--- src/common/sdp_pkg.sv ---
package sdp_pkg;

  localparam int ROW_W  = 14;
  localparam int COL_W  = 10;
  localparam int BANK_W = 3;
  localparam int DATA_W = 16;
  localparam int BYTE_W = 8;
  localparam int AP_BIT = 10;
  localparam int BC_BIT = 12;
  localparam int BURST_FULL = 8;
  localparam int BURST_CHOP = 4;

  // Command encodings {cs_n, ras_n, cas_n, we_n}
  localparam logic [3:0] CMD_DESEL = 4'hf;
  localparam logic [3:0] CMD_NOP   = 4'h7;
  localparam logic [3:0] CMD_MRS   = 4'h0;
  localparam logic [3:0] CMD_ACT   = 4'h3;
  localparam logic [3:0] CMD_RD    = 4'h5;
  localparam logic [3:0] CMD_WR    = 4'h4;
  localparam logic [3:0] CMD_PRE   = 4'h2;

  typedef enum logic [2:0] {
    OP_ACT = 3'h0,
    OP_RD  = 3'h1,
    OP_WR  = 3'h2,
    OP_PRE = 3'h3,
    OP_MRS = 3'h4,
    OP_RST = 3'h5
  } sdp_op_t;

  typedef struct packed {
    sdp_op_t             op;
    logic [BANK_W-1:0]   bank;
    logic [ROW_W-1:0]    addr;
    logic                autoPre;
    logic                chop;
  } sdp_req_t;

  typedef struct packed {
    logic [DATA_W-1:0]   data;
    logic [1:0]          mask;
  } sdp_wdata_t;

  typedef struct packed {
    logic                cs_n;
    logic                ras_n;
    logic                cas_n;
    logic                we_n;
    logic [BANK_W-1:0]   bank;
    logic [ROW_W-1:0]    addr;
  } sdp_cmd_t;

endpackage

--- src/logic/sdp_fifo.sv ---
`timescale 1ns/1ns
module sdp_fifo #(
  parameter int WIDTH = 18,
  parameter int DEPTH = 16
) (
  // Clock and reset
  input  wire logic             mclk,
  input  wire logic             arst_n,
  // Fill side
  input  wire logic             inValid,
  output logic                  inReady,
  input  wire logic [WIDTH-1:0] inData,
  // Drain side
  output logic                  outValid,
  input  wire logic             outReady,
  output logic      [WIDTH-1:0] outData
);
  localparam int AW = $clog2(DEPTH);

  logic [WIDTH-1:0] mem [DEPTH];
  logic [AW:0]      wrPtr_reg;
  logic [AW:0]      rdPtr_reg;

  assign inReady  = (wrPtr_reg - rdPtr_reg) != (AW+1)'(DEPTH);
  assign outValid = wrPtr_reg != rdPtr_reg;
  assign outData  = mem[rdPtr_reg[AW-1:0]];

  always_ff @(posedge mclk) begin
    if (inValid && inReady) begin
      mem[wrPtr_reg[AW-1:0]] <= inData;
    end
  end

  always_ff @(posedge mclk or negedge arst_n) begin
    if (!arst_n) begin
      wrPtr_reg <= '0;
    end else if (inValid && inReady) begin
      wrPtr_reg <= wrPtr_reg + 1'b1;
    end
  end

  always_ff @(posedge mclk or negedge arst_n) begin
    if (!arst_n) begin
      rdPtr_reg <= '0;
    end else if (outValid && outReady) begin
      rdPtr_reg <= rdPtr_reg + 1'b1;
    end
  end
endmodule

--- src/logic/sdp_host.sv ---
`timescale 1ns/1ns
module sdp_host #(
  parameter int FIFO_DEPTH = 16
) (
  // Clock and reset
  input  wire logic                         mclk,
  input  wire logic                         arst_n,
  // Request port
  input  wire logic                         reqValid,
  output logic                              reqReady,
  input  wire sdp_pkg::sdp_req_t            req,
  // Write data stream
  input  wire logic                         wrValid,
  output logic                              wrReady,
  input  wire sdp_pkg::sdp_wdata_t          wrData,
  // Read data stream
  output logic                              rdValid,
  output logic [sdp_pkg::DATA_W-1:0]        rdData,
  // Memory pins
  output logic                              memClk,
  output logic                              memClk_n,
  output logic                              memReset_n,
  output sdp_pkg::sdp_cmd_t                 memCmd,
  output logic [1:0]                        writeByteMask,
  input  wire logic [sdp_pkg::DATA_W-1:0]   dataIn,
  output logic [sdp_pkg::DATA_W-1:0]        dataOut,
  output logic [1:0]                        dataOe,
  input  wire logic [1:0]                   strobeIn,
  output logic [1:0]                        strobeOut,
  output logic [1:0]                        strobeOut_n,
  output logic [1:0]                        strobeOe
);
  typedef enum logic [1:0] {
    ST_IDLE  = 2'b00,
    ST_WRITE = 2'b01,
    ST_READ  = 2'b10
  } sdp_state_t;

  sdp_state_t                 state_reg;
  logic [3:0]                 beat_reg;
  logic [3:0]                 beats_reg;
  logic                       fifoValid;
  logic                       fifoReady;
  sdp_pkg::sdp_wdata_t        fifoData;
  logic [sdp_pkg::DATA_W-1:0] dinS1_reg;
  logic [sdp_pkg::DATA_W-1:0] dinS2_reg;
  logic [1:0]                 stbS1_reg;
  logic [1:0]                 stbS2_reg;
  logic [1:0]                 stbOld_reg;

  // ------------------------------------------------------------
  // Write data buffer
  // ------------------------------------------------------------
  sdp_fifo #(
    .WIDTH ($bits(sdp_pkg::sdp_wdata_t)),
    .DEPTH (FIFO_DEPTH)
  ) u_fifo (
    .mclk     (mclk),
    .arst_n   (arst_n),
    .inValid  (wrValid),
    .inReady  (wrReady),
    .inData   (wrData),
    .outValid (fifoValid),
    .outReady (fifoReady),
    .outData  (fifoData)
  );

  function automatic logic [3:0] burstLen(input logic chop);
    burstLen = chop ? 4'(sdp_pkg::BURST_CHOP) : 4'(sdp_pkg::BURST_FULL);
  endfunction

  // A write starts with one word buffered; beats stall if the buffer runs dry
  logic wrBurstReady;
  assign wrBurstReady = fifoValid;
  assign reqReady  = (state_reg == ST_IDLE) && !(req.op == sdp_pkg::OP_WR && !wrBurstReady);
  assign fifoReady = (state_reg == ST_WRITE);

  // ------------------------------------------------------------
  // Memory clock, sampled by the device on the rising true edge
  // ------------------------------------------------------------
  always_ff @(posedge mclk or negedge arst_n) begin
    if (!arst_n) begin
      memClk <= 1'b0;
    end else begin
      memClk <= ~memClk;
    end
  end
  assign memClk_n = ~memClk;

  // ------------------------------------------------------------
  // Command and address
  // ------------------------------------------------------------
  always_ff @(posedge mclk or negedge arst_n) begin
    if (!arst_n) begin
      memCmd     <= '{cs_n: 1'b1, ras_n: 1'b1, cas_n: 1'b1, we_n: 1'b1, default: '0};
      memReset_n <= 1'b0;
    end else begin
      memReset_n <= 1'b1;
      {memCmd.cs_n, memCmd.ras_n, memCmd.cas_n, memCmd.we_n} <= sdp_pkg::CMD_DESEL;
      if (reqValid && reqReady) begin
        memCmd.bank <= req.bank;
        memCmd.addr <= '0;
        unique case (req.op)
          sdp_pkg::OP_ACT: begin
            {memCmd.cs_n, memCmd.ras_n, memCmd.cas_n, memCmd.we_n} <= sdp_pkg::CMD_ACT;
            memCmd.addr <= req.addr;
          end
          sdp_pkg::OP_RD, sdp_pkg::OP_WR: begin
            {memCmd.cs_n, memCmd.ras_n, memCmd.cas_n, memCmd.we_n} <=
              (req.op == sdp_pkg::OP_RD) ? sdp_pkg::CMD_RD : sdp_pkg::CMD_WR;
            memCmd.addr[sdp_pkg::COL_W-1:0] <= req.addr[sdp_pkg::COL_W-1:0];
            memCmd.addr[sdp_pkg::AP_BIT]    <= req.autoPre;
            memCmd.addr[sdp_pkg::BC_BIT]    <= ~req.chop;
          end
          sdp_pkg::OP_PRE: begin
            {memCmd.cs_n, memCmd.ras_n, memCmd.cas_n, memCmd.we_n} <= sdp_pkg::CMD_PRE;
            memCmd.addr[sdp_pkg::AP_BIT] <= req.autoPre;
          end
          sdp_pkg::OP_MRS: begin
            {memCmd.cs_n, memCmd.ras_n, memCmd.cas_n, memCmd.we_n} <= sdp_pkg::CMD_MRS;
            memCmd.addr <= req.addr;
          end
          sdp_pkg::OP_RST: begin
            memReset_n <= 1'b0;
          end
          default: begin
            {memCmd.cs_n, memCmd.ras_n, memCmd.cas_n, memCmd.we_n} <= sdp_pkg::CMD_NOP;
          end
        endcase
      end
    end
  end

  // ------------------------------------------------------------
  // Burst sequencing
  // ------------------------------------------------------------
  always_ff @(posedge mclk or negedge arst_n) begin
    if (!arst_n) begin
      state_reg <= ST_IDLE;
      beat_reg  <= '0;
      beats_reg <= '0;
    end else begin
      unique case (state_reg)
        ST_IDLE: begin
          beat_reg <= '0;
          if (reqValid && reqReady && req.op == sdp_pkg::OP_WR) begin
            state_reg <= ST_WRITE;
            beats_reg <= burstLen(req.chop);
          end else if (reqValid && reqReady && req.op == sdp_pkg::OP_RD) begin
            state_reg <= ST_READ;
            beats_reg <= burstLen(req.chop);
          end
        end
        ST_WRITE: begin
          if (fifoValid) begin
            beat_reg <= beat_reg + 4'h1;
            if (beat_reg == beats_reg - 4'h1) begin
              state_reg <= ST_IDLE;
            end
          end
        end
        ST_READ: begin
          if (rdValid) begin
            beat_reg <= beat_reg + 4'h1;
            if (beat_reg == beats_reg - 4'h1) begin
              state_reg <= ST_IDLE;
            end
          end
        end
        default: state_reg <= ST_IDLE;
      endcase
    end
  end

  // ------------------------------------------------------------
  // Write data, mask and strobe drive
  // ------------------------------------------------------------
  always_ff @(posedge mclk or negedge arst_n) begin
    if (!arst_n) begin
      dataOut       <= '0;
      dataOe        <= '0;
      writeByteMask <= '0;
      strobeOut     <= '0;
      strobeOe      <= '0;
    end else begin
      dataOe   <= '0;
      strobeOe <= '0;
      if (state_reg == ST_WRITE && fifoValid) begin
        dataOut       <= fifoData.data;
        writeByteMask <= fifoData.mask;
        dataOe        <= 2'h3;
        strobeOe      <= 2'h3;
        strobeOut     <= {2{beat_reg[0]}};
      end
    end
  end
  assign strobeOut_n = ~strobeOut;

  // ------------------------------------------------------------
  // Read capture on device strobe edges
  // ------------------------------------------------------------
  always_ff @(posedge mclk or negedge arst_n) begin
    if (!arst_n) begin
      dinS1_reg  <= '0;
      dinS2_reg  <= '0;
      stbS1_reg  <= '0;
      stbS2_reg  <= '0;
      stbOld_reg <= '0;
    end else begin
      dinS1_reg  <= dataIn;
      dinS2_reg  <= dinS1_reg;
      stbS1_reg  <= strobeIn;
      stbS2_reg  <= stbS1_reg;
      stbOld_reg <= stbS2_reg;
    end
  end

  // Lower strobe paces the beat; both lanes are taken together
  assign rdValid = (state_reg == ST_READ) && (stbS2_reg[0] != stbOld_reg[0]);
  assign rdData  = dinS2_reg;

  // ------------------------------------------------------------
  // Checks
  // ------------------------------------------------------------
  chk_act_row: assert property (@(posedge mclk) disable iff (!arst_n)
    reqValid && reqReady && req.op == sdp_pkg::OP_ACT |=> memCmd.addr == $past(req.addr))
    else $error("Row address not presented");
  chk_col_addr: assert property (@(posedge mclk) disable iff (!arst_n)
    reqValid && reqReady && req.op == sdp_pkg::OP_RD |=>
      memCmd.addr[sdp_pkg::COL_W-1:0] == $past(req.addr[sdp_pkg::COL_W-1:0]))
    else $error("Column address wrong");
  chk_mrs_code: assert property (@(posedge mclk) disable iff (!arst_n)
    reqValid && reqReady && req.op == sdp_pkg::OP_MRS |=> memCmd.addr == $past(req.addr))
    else $error("Opcode wrong");
  chk_auto_pre: assert property (@(posedge mclk) disable iff (!arst_n)
    reqValid && reqReady && (req.op == sdp_pkg::OP_WR || req.op == sdp_pkg::OP_PRE) |=>
      memCmd.addr[sdp_pkg::AP_BIT] == $past(req.autoPre))
    else $error("Precharge bit wrong");
  chk_chop_bit: assert property (@(posedge mclk) disable iff (!arst_n)
    reqValid && reqReady && req.op == sdp_pkg::OP_RD |=>
      memCmd.addr[sdp_pkg::BC_BIT] == !$past(req.chop))
    else $error("Chop bit wrong");
  chk_reset_high: assert property (@(posedge mclk) disable iff (!arst_n)
    !(reqValid && reqReady && req.op == sdp_pkg::OP_RST) |=> memReset_n)
    else $error("Memory reset low unasked");
  chk_strobe_pair: assert property (@(posedge mclk) disable iff (!arst_n)
    strobeOut_n == ~strobeOut) else $error("Strobe not differential");
  chk_bank_sel: assert property (@(posedge mclk) disable iff (!arst_n)
    reqValid && reqReady && req.op != sdp_pkg::OP_RST |=> memCmd.bank == $past(req.bank))
    else $error("Bank select wrong");
  chk_idle_desel: assert property (@(posedge mclk) disable iff (!arst_n)
    !(reqValid && reqReady) |=> memCmd.cs_n) else $error("Chip select without request");
  chk_wr_drive: assert property (@(posedge mclk) disable iff (!arst_n)
    dataOe != 2'h0 |-> strobeOe == 2'h3) else $error("Write data without strobe");
  chk_wr_toggle: assert property (@(posedge mclk) disable iff (!arst_n)
    dataOe != 2'h0 && $past(dataOe) != 2'h0 |-> strobeOut != $past(strobeOut))
    else $error("Write strobe not toggling");

  cov_write: cover property (@(posedge mclk) disable iff (!arst_n)
    state_reg == ST_WRITE ##1 state_reg == ST_IDLE);
  cov_read: cover property (@(posedge mclk) disable iff (!arst_n)
    state_reg == ST_READ ##1 state_reg == ST_IDLE);
  cov_full: cover property (@(posedge mclk) disable iff (!arst_n) !wrReady);
endmodule
--- config.mk ---
export PLATFORM = sky130hd
export DESIGN_NAME = sdp_host
export DESIGN_NICKNAME = d
export VERILOG_FILES = /design/src/common/sdp_pkg.sv /design/src/logic/sdp_fifo.sv /design/src/logic/sdp_host.sv
export SDC_FILE = /design/constraint.sdc
export NUM_CORES = 1
export LEC_CHECK = 0
export BUFFER_PORTS_ARGS = -buffer_cell sky130_fd_sc_hd__buf_2
export CAP_MARGIN = 20
export CORE_ASPECT_RATIO = 0.8
export CORE_MARGIN = 1.5
export CORE_UTILIZATION = 35
export CTS_BUF_LIST = sky130_fd_sc_hd__clkbuf_2
export CTS_CLUSTER_SIZE = 30
export DETAILED_ROUTE_END_ITERATION = 7
export PLACE_DENSITY = 0.59
export SYNTH_ARGS = -nofsm -noshare
export SYNTH_HDL_FRONTEND = slang
export SYNTH_SLANG_ARGS = --single-unit
--- constraint.sdc ---
create_clock -name mclk -period 13.3 [get_ports mclk]
set_clock_uncertainty 0.15 [all_clocks]
set_input_delay 3.325 -clock mclk [delete_from_list [all_inputs] [get_ports mclk]]
set_output_delay 3.325 -clock mclk [all_outputs]
set_load 0.1 [all_outputs]
==> impl_metrics.py, run 1 <==
metrics = {
    "critical_path": {
        "path_cells": "buf_2 > nor3b_1 > a21boi_0 > buf_2",
        "path_class": "in -> out",
        "arrival_ns": 4.44,
        "crit_required_ns": 9.82,
        "cp.buffers_inverters": 2,
        "crit_path_top_delay_cell": "nor3b_1",
        "crit_path_start_kind": "input pin",
        "max_stage_delay_ns": 0.44,
        "crit_fanout": 11,
        "critical_path.endpoint_type": "output port",
        "path_common_cell": "buf_2",
        "cpLargestDelayFamily": "buffers and inverters",
    },
    "finish": {
        "drive_gt1_share_pct": 38.90,
        "fillCellCount": 3882,
        "largest_reg_flops": 288,
        "seqCellArea_um2": 11060,
        "multiInputGateArea_um2": 3553,
        "nets": 1070,
        "area_delta_synth_final_pct": 16.33,
    },
    "synthesis": {
        "synth_edf_count": 288,
        "ys_warn_count": 0,
        "synth_area_leaders": "edfxtp_1, dfrtp_1, mux4_2, mux2i_1, nand2_1",
        "synth_top_area_share_pct": 58.57,
        "synthCells": 781,
        "synthArstFlopShare_pct": 25.00,
        "synth_ff_type": "edfxtp_1",
        "ys_ff_latch": 384,
        "synth.most_common_cell": "edfxtp_1",
        "synthTopCellsByCount": "edfxtp_1, dfrtp_1, nand2_1",
        "yosysTopAreaCell": "edfxtp_1",
        "yosysSeqAreaShare_pct": 74.87,
        "syn_nets": 857,
        "avgSynthCellArea_um2": 18.91,
        "synth_area_um2": 14770,
        "yosysUniqueCellTypes": 51,
    },
    "route": {
        "first_pass_iters": 5,
        "drt-total-wl_mm": 32.71,
        "ant_nets": 0,
        "drc": 0,
        "avgRoutedWirePerCell_um": 20.08,
        "num_vias": 7911,
        "vias_per_cell": 4.856,
        "first_iter_violations": 505,
    },
    "clock_network": {
        "cts_resized": 0,
        "cts-root-buf": "clkbuf_2",
        "path_clk_slew_ns": 0.09,
        "clock_path_buffers": 3,
        "cts_buffers": 94,
        "insertion_delay_ns": 1.02,
        "htree_levels": 3,
        "cts_tree": "yes",
        "hold_buffers": 0,
        "cts_sinks": 384,
        "cts_setup_buffers": 0,
    },
    "timing": {
        "fin_setup_tns_ns": 0,
        "slew_violations": 0,
        "worstMarginPinSlew_ns": 1.081,
        "relSlewSlack_pct": 27.56,
        "fmax_ghz": 0.1263,
        "hold_viol": 0,
        "rsz0062_at_grt": "false",
        "timing.final.crit_share_pct": 59.51,
        "report.final.setup_viol": 0,
        "min_period_ns": 7.915,
    },
    "power_and_ir_drop": {
        "irDropWorstVdd_uv": 108.2,
        "finalPower_mw": 3.753,
        "power.density_nw_per_um2": 218.5,
        "leakage_nw": 6.538,
    },
    "die": {
        "start_util_pct": 35.37,
        "die-area_um2": 43440,
        "io_pins": 131,
        "design.core.area_um2": 41750,
        "rows": 67,
        "die_h_um": 186.7,
        "fp.dieW_um": 232.6,
    },
    "global_route": {
        "antenna_found_initial": 4,
        "overflow": 0,
        "grt_pass1_wl_mm": 49.46,
        "grt_pass1_vias": 8316,
        "grt_start_max_net_pins": 77,
        "grtUsageTotal_pct": 15.45,
    },
    "placed_design": {
        "port_buffers": 129,
        "hpwl_mm": 18.31,
        "place_congestion": 0.7495,
    },
    "hold_path": {
        "hp-class": "reg -> reg",
    },
    "status": {
        "outcome": "finished clean",
    },
    "job": {
        "max_cap_violations": 0,
    },
}
area by class of cell:
cell class | instances | area share, %
multi-input combinational | 343 | 20.69
inverter | 15 | 0.3278
timing repair buffer | 156 | 5.230
clock buffer | 141 | 4.108
sequential | 384 | 64.39
tap | 552 | 4.021
antenna | 5 | 0.07284
clock inverter | 33 | 1.165
per-stage QoR:
stage               area (µm²)  utilization (%)  hold WS [ns]  cells  setup slack, ns
finish                   17180            41.15        0.1966   1629            5.385
CTS                      17120            41.01        0.1977   1622            5.373
detailed placement       16220            38.84        0.1847   1448            5.382
global route             17180            41.15        0.2038   1629            5.233
floorplan                14770                -        0.1812    781            3.882
global placement         16190            38.78        0.1812   1447            5.405
report_power, final:
part	switching (mW)	internal (mW)	leakage (nW)
Combinational	0.932	0.428	2.08
Clock	0.480	0.326	0.687
Sequential	0.122	1.47	3.77
metal layers:
| metal | global-route usage, % | routed length [µm] | share of wire, % | vias up |
|---|---|---|---|---|
| li1 | - | - | - | 3568 |
| met2 | 23.50 | 15320 | 47 | 214 |
| met1 | 21.13 | 14660 | 45 | 4058 |
| met5 | 0 | 12 | 0.037 | - |
| met4 | 5.682 | 746 | 2.3 | 2 |
| met3 | 4.416 | 1973 | 6.0 | 69 |
cell families (layout without fill, tap and decap cells):
group / Yosys count / after routing / share of synthesized area [%]
AOI/OAI and AO/OA: 54 / 54 / 2.881
xor gates and xnor gates: 13 / 13 / 0.8728
adders and majority gates: 14 / 14 / 1.186
buffers and inverters: 54 / 345 / 1.618
DFF: 384 / 384 / 74.87
muxes: 114 / 114 / 13.86
other: 0 / 5 / 0
and+or+nand+nor: 148 / 148 / 4.711
worst paths after layout:
path	start	to	slack (ns)	cells past startpoint
min in group asynchronous	arst_n	dataOut[5]	2.05	1
setup reg to reg	u_fifo.rdPtr_reg[1]	u_fifo.mem[5][1]	9.32	9
max in group asynchronous	arst_n	beat_reg[2]	9.93	3
hold reg to reg	dinS1_reg[12]	rdData[12]	0.20	0
hold / removal	dinS1_reg[12]	rdData[12]	0.20	0
setup / recovery	req[20]	reqReady	5.39	4
cells in the final DEF (no fill, tap or decap), drive strengths merged, types with 5 or more instances in the layout:
master  netlist  layout
xnor2         9       9
diode         0       5
a21oi         9       9
nor2          7       7
ha           14      14
dfrtp        92      92
clkbuf       16     141
edfxtp      288     288
o221ai       18      18
o21ai         9       9
nand2        79      79
mux4         72      72
nor3         12      12
inv          15      17
mux2i        38      38
buf          23     156
nand3        20      20
clkinv        0      29
Note: power is estimated with default switching activity, not from simulation.
==> run 2, diff against run 1 <==
Settings changed: ABC_AREA set to 1, PLACE_DENSITY 0.59 to 0.6.
Clock period 13.3 ns to 6.35 ns, I/O delays scaled along.
==> impl_metrics.py, run 2 <==
metrics = {
    "route": {
        "ant_nets": 0,
        "drt-total-wl_mm": 37.84,
        "first_iter_violations": 945,
        "avgRoutedWirePerCell_um": 17.71,
        "num_vias": 10310,
        "vias_per_cell": 4.829,
        "first_pass_iters": 8,
        "drc": 0,
    },
    "critical_path": {
        "crit_required_ns": 4.61,
        "path_class": "reg -> out",
        "critical_path.endpoint_type": "output port",
        "reg2reg_slack_ns": 2.58,
        "crit_path_start_kind": "register",
        "arrival_ns": 3.50,
        "crit_fanout": 38,
    },
    "clock_network": {
        "cts_buffers": 94,
        "cts-root-buf": "clkbuf_2",
        "cts_tree": "yes",
        "hold_buffers": 0,
        "clock_path_buffers": 3,
        "insertion_delay_ns": 1.01,
        "cts_setup_buffers": 0,
        "cts_resized": 0,
        "path_clk_slew_ns": 0.11,
        "cts_sinks": 384,
        "htree_levels": 3,
    },
    "timing": {
        "fmax_ghz": 0.1908,
        "setup_ws_ns": 1.108,
        "worstMarginPinSlew_ns": 1.052,
        "hold_viol": 0,
        "rsz0062_at_grt": "false",
        "relSlewSlack_pct": 29.68,
        "slew_violations": 0,
        "timing.final.crit_share_pct": 82.55,
        "holdWs_ns": 0.1977,
        "report.final.setup_viol": 0,
        "fin_setup_tns_ns": 0,
        "min_period_ns": 5.242,
    },
    "die": {
        "fp.dieW_um": 237.4,
        "die-area_um2": 45220,
        "io_pins": 131,
        "rows": 68,
        "die_h_um": 190.5,
        "design.core.area_um2": 43220,
        "start_util_pct": 35.59,
    },
    "global_route": {
        "grt_pass1_vias": 10080,
        "grtUsageTotal_pct": 16.83,
        "grt_start_max_net_pins": 107,
        "grt_pass1_wl_mm": 57.22,
        "antenna_found_initial": 4,
        "overflow": 0,
    },
    "placed_design": {
        "hpwl_mm": 20.23,
        "post-place-ws_ns": 2.028,
        "place_congestion": 0.7622,
        "port_buffers": 129,
    },
    "synthesis": {
        "ys_warn_count": 0,
        "synthTopCellsByCount": "edfxtp_1, nor2_1, nand2_1",
        "yosysUniqueCellTypes": 30,
        "synth_area_leaders": "edfxtp_1, dfrtp_1, nor2_1, o21ai_0, nand2_1",
        "avgSynthCellArea_um2": 11.72,
        "ys_ff_latch": 384,
        "syn_nets": 1388,
        "synthArstFlopShare_pct": 25.00,
        "synth_edf_count": 288,
        "synth_area_um2": 15380,
        "yosysTopAreaCell": "edfxtp_1",
        "synth_top_area_share_pct": 56.22,
        "synth.most_common_cell": "edfxtp_1",
        "synth_ff_type": "edfxtp_1",
        "synthCells": 1312,
        "yosysSeqAreaShare_pct": 71.87,
    },
    "finish": {
        "layout_common_cells": "edfxtp_1, nor2_1, nand2_1",
        "mostFrequentLayoutCell": "edfxtp_1",
        "drive_gt1_share_pct": 21.97,
        "largest_reg_flops": 288,
        "final_util_pct": 40.54,
        "nets": 1569,
        "area_delta_synth_final_pct": 13.92,
    },
    "power_and_ir_drop": {
        "switchingPower_mw": 3.433,
        "p_comb_share_pct": 36.5,
        "power.density_nw_per_um2": 447.5,
        "power_frac_clock_pct": 21.9,
        "power.share.switching_pct": 43.79,
        "irDropWorstVdd_uv": 263.2,
        "leakage_nw": 6.991,
        "internal-power_mw": 4.408,
        "pwr-share-seq_pct": 41.6,
    },
    "hold_path": {
        "hp-class": "reg -> reg",
    },
    "status": {
        "outcome": "finished clean",
    },
    "job": {
        "max_cap_violations": 0,
    },
}
## run 2: through the flow
stage / power [mW] / instance area, µm² / instances
final: 7.841 / 17520 / 2136
after CTS: 7.912 / 17480 / 2129
after floorplan: 5.535 / 15380 / 1312
after global routing: 8.310 / 17520 / 2134
after global placement: 6.131 / 16560 / 1956
after detailed placement: 6.174 / 16560 / 1956
## run 2: layout make-up
cell class	count	area, µm²
well taps	560	700.7
repair buffers	155	863.3
clock buffers	148	740.7
clock inverters	25	178.9
inverters	73	279.0
multi-input cells	785	3685
flip-flops and latches	384	11060
fillers	4170	25700
diodes	6	15.01
## run 2: per-layer routing
layer | routed length [µm] | vias to the layer above | track usage, %
met2 | 18080 | 302 | 27.50
met4 | 821 | 2 | 6.149
li1 | - | 4938 | -
met1 | 16700 | 4996 | 21.87
met3 | 2224 | 76 | 4.024
met5 | 13 | - | 0
## run 2: power by group through the flow
stage | clock, mW | combinational (mW) | sequential, mW
final | 1.72 | 2.86 | 3.26
after global routing | 1.90 | 3.11 | 3.30
after CTS | 1.78 | 2.87 | 3.26
after detailed placement | 0 | 2.86 | 3.32
after global placement | 0 | 2.82 | 3.31
after floorplan | 0 | 1.48 | 4.05
## run 2: kinds of logic (layout without fill, tap and decap cells)
kind of cell,count (synthesis),in the layout,synth area share [%]
other,0,6,0
AND/OR/NAND/NOR,511,511,13.20
flip-flops,384,384,71.87
adder cells (fa/ha/maj),14,14,1.139
buffers and inverters,143,401,4.433
AO/OA/AOI/OAI,250,250,8.785
XOR/XNOR,10,10,0.5694
## run 2: final timing paths
| path | startpoint | endpoint | cells past startpoint |
|---|---|---|---|
| max | u_fifo.rdPtr_reg[1] | wrReady | 10 |
| min | dinS1_reg[13] | rdData[13] | 0 |
| max reg2reg | u_fifo.rdPtr_reg[1] | u_fifo.mem[10][7] | 12 |
| min reg2reg | dinS1_reg[13] | rdData[13] | 0 |
| max in group asynchronous | arst_n | rdData[2] | 2 |
| min in group asynchronous | arst_n | memCmd[6] | 1 |
## run 2: worst max-delay path, stage by stage (launching register included)
cell and delay [ns]:
dfrtp_2 0.43, inv_2 0.63, ha_1 0.39, nand2_1 0.10, nand2_1 0.07, nand2_1 0.07, nand3_1 0.07, nand2_1 0.09
nor2_2 0.04, nand2_2 0.12, buf_2 0.46
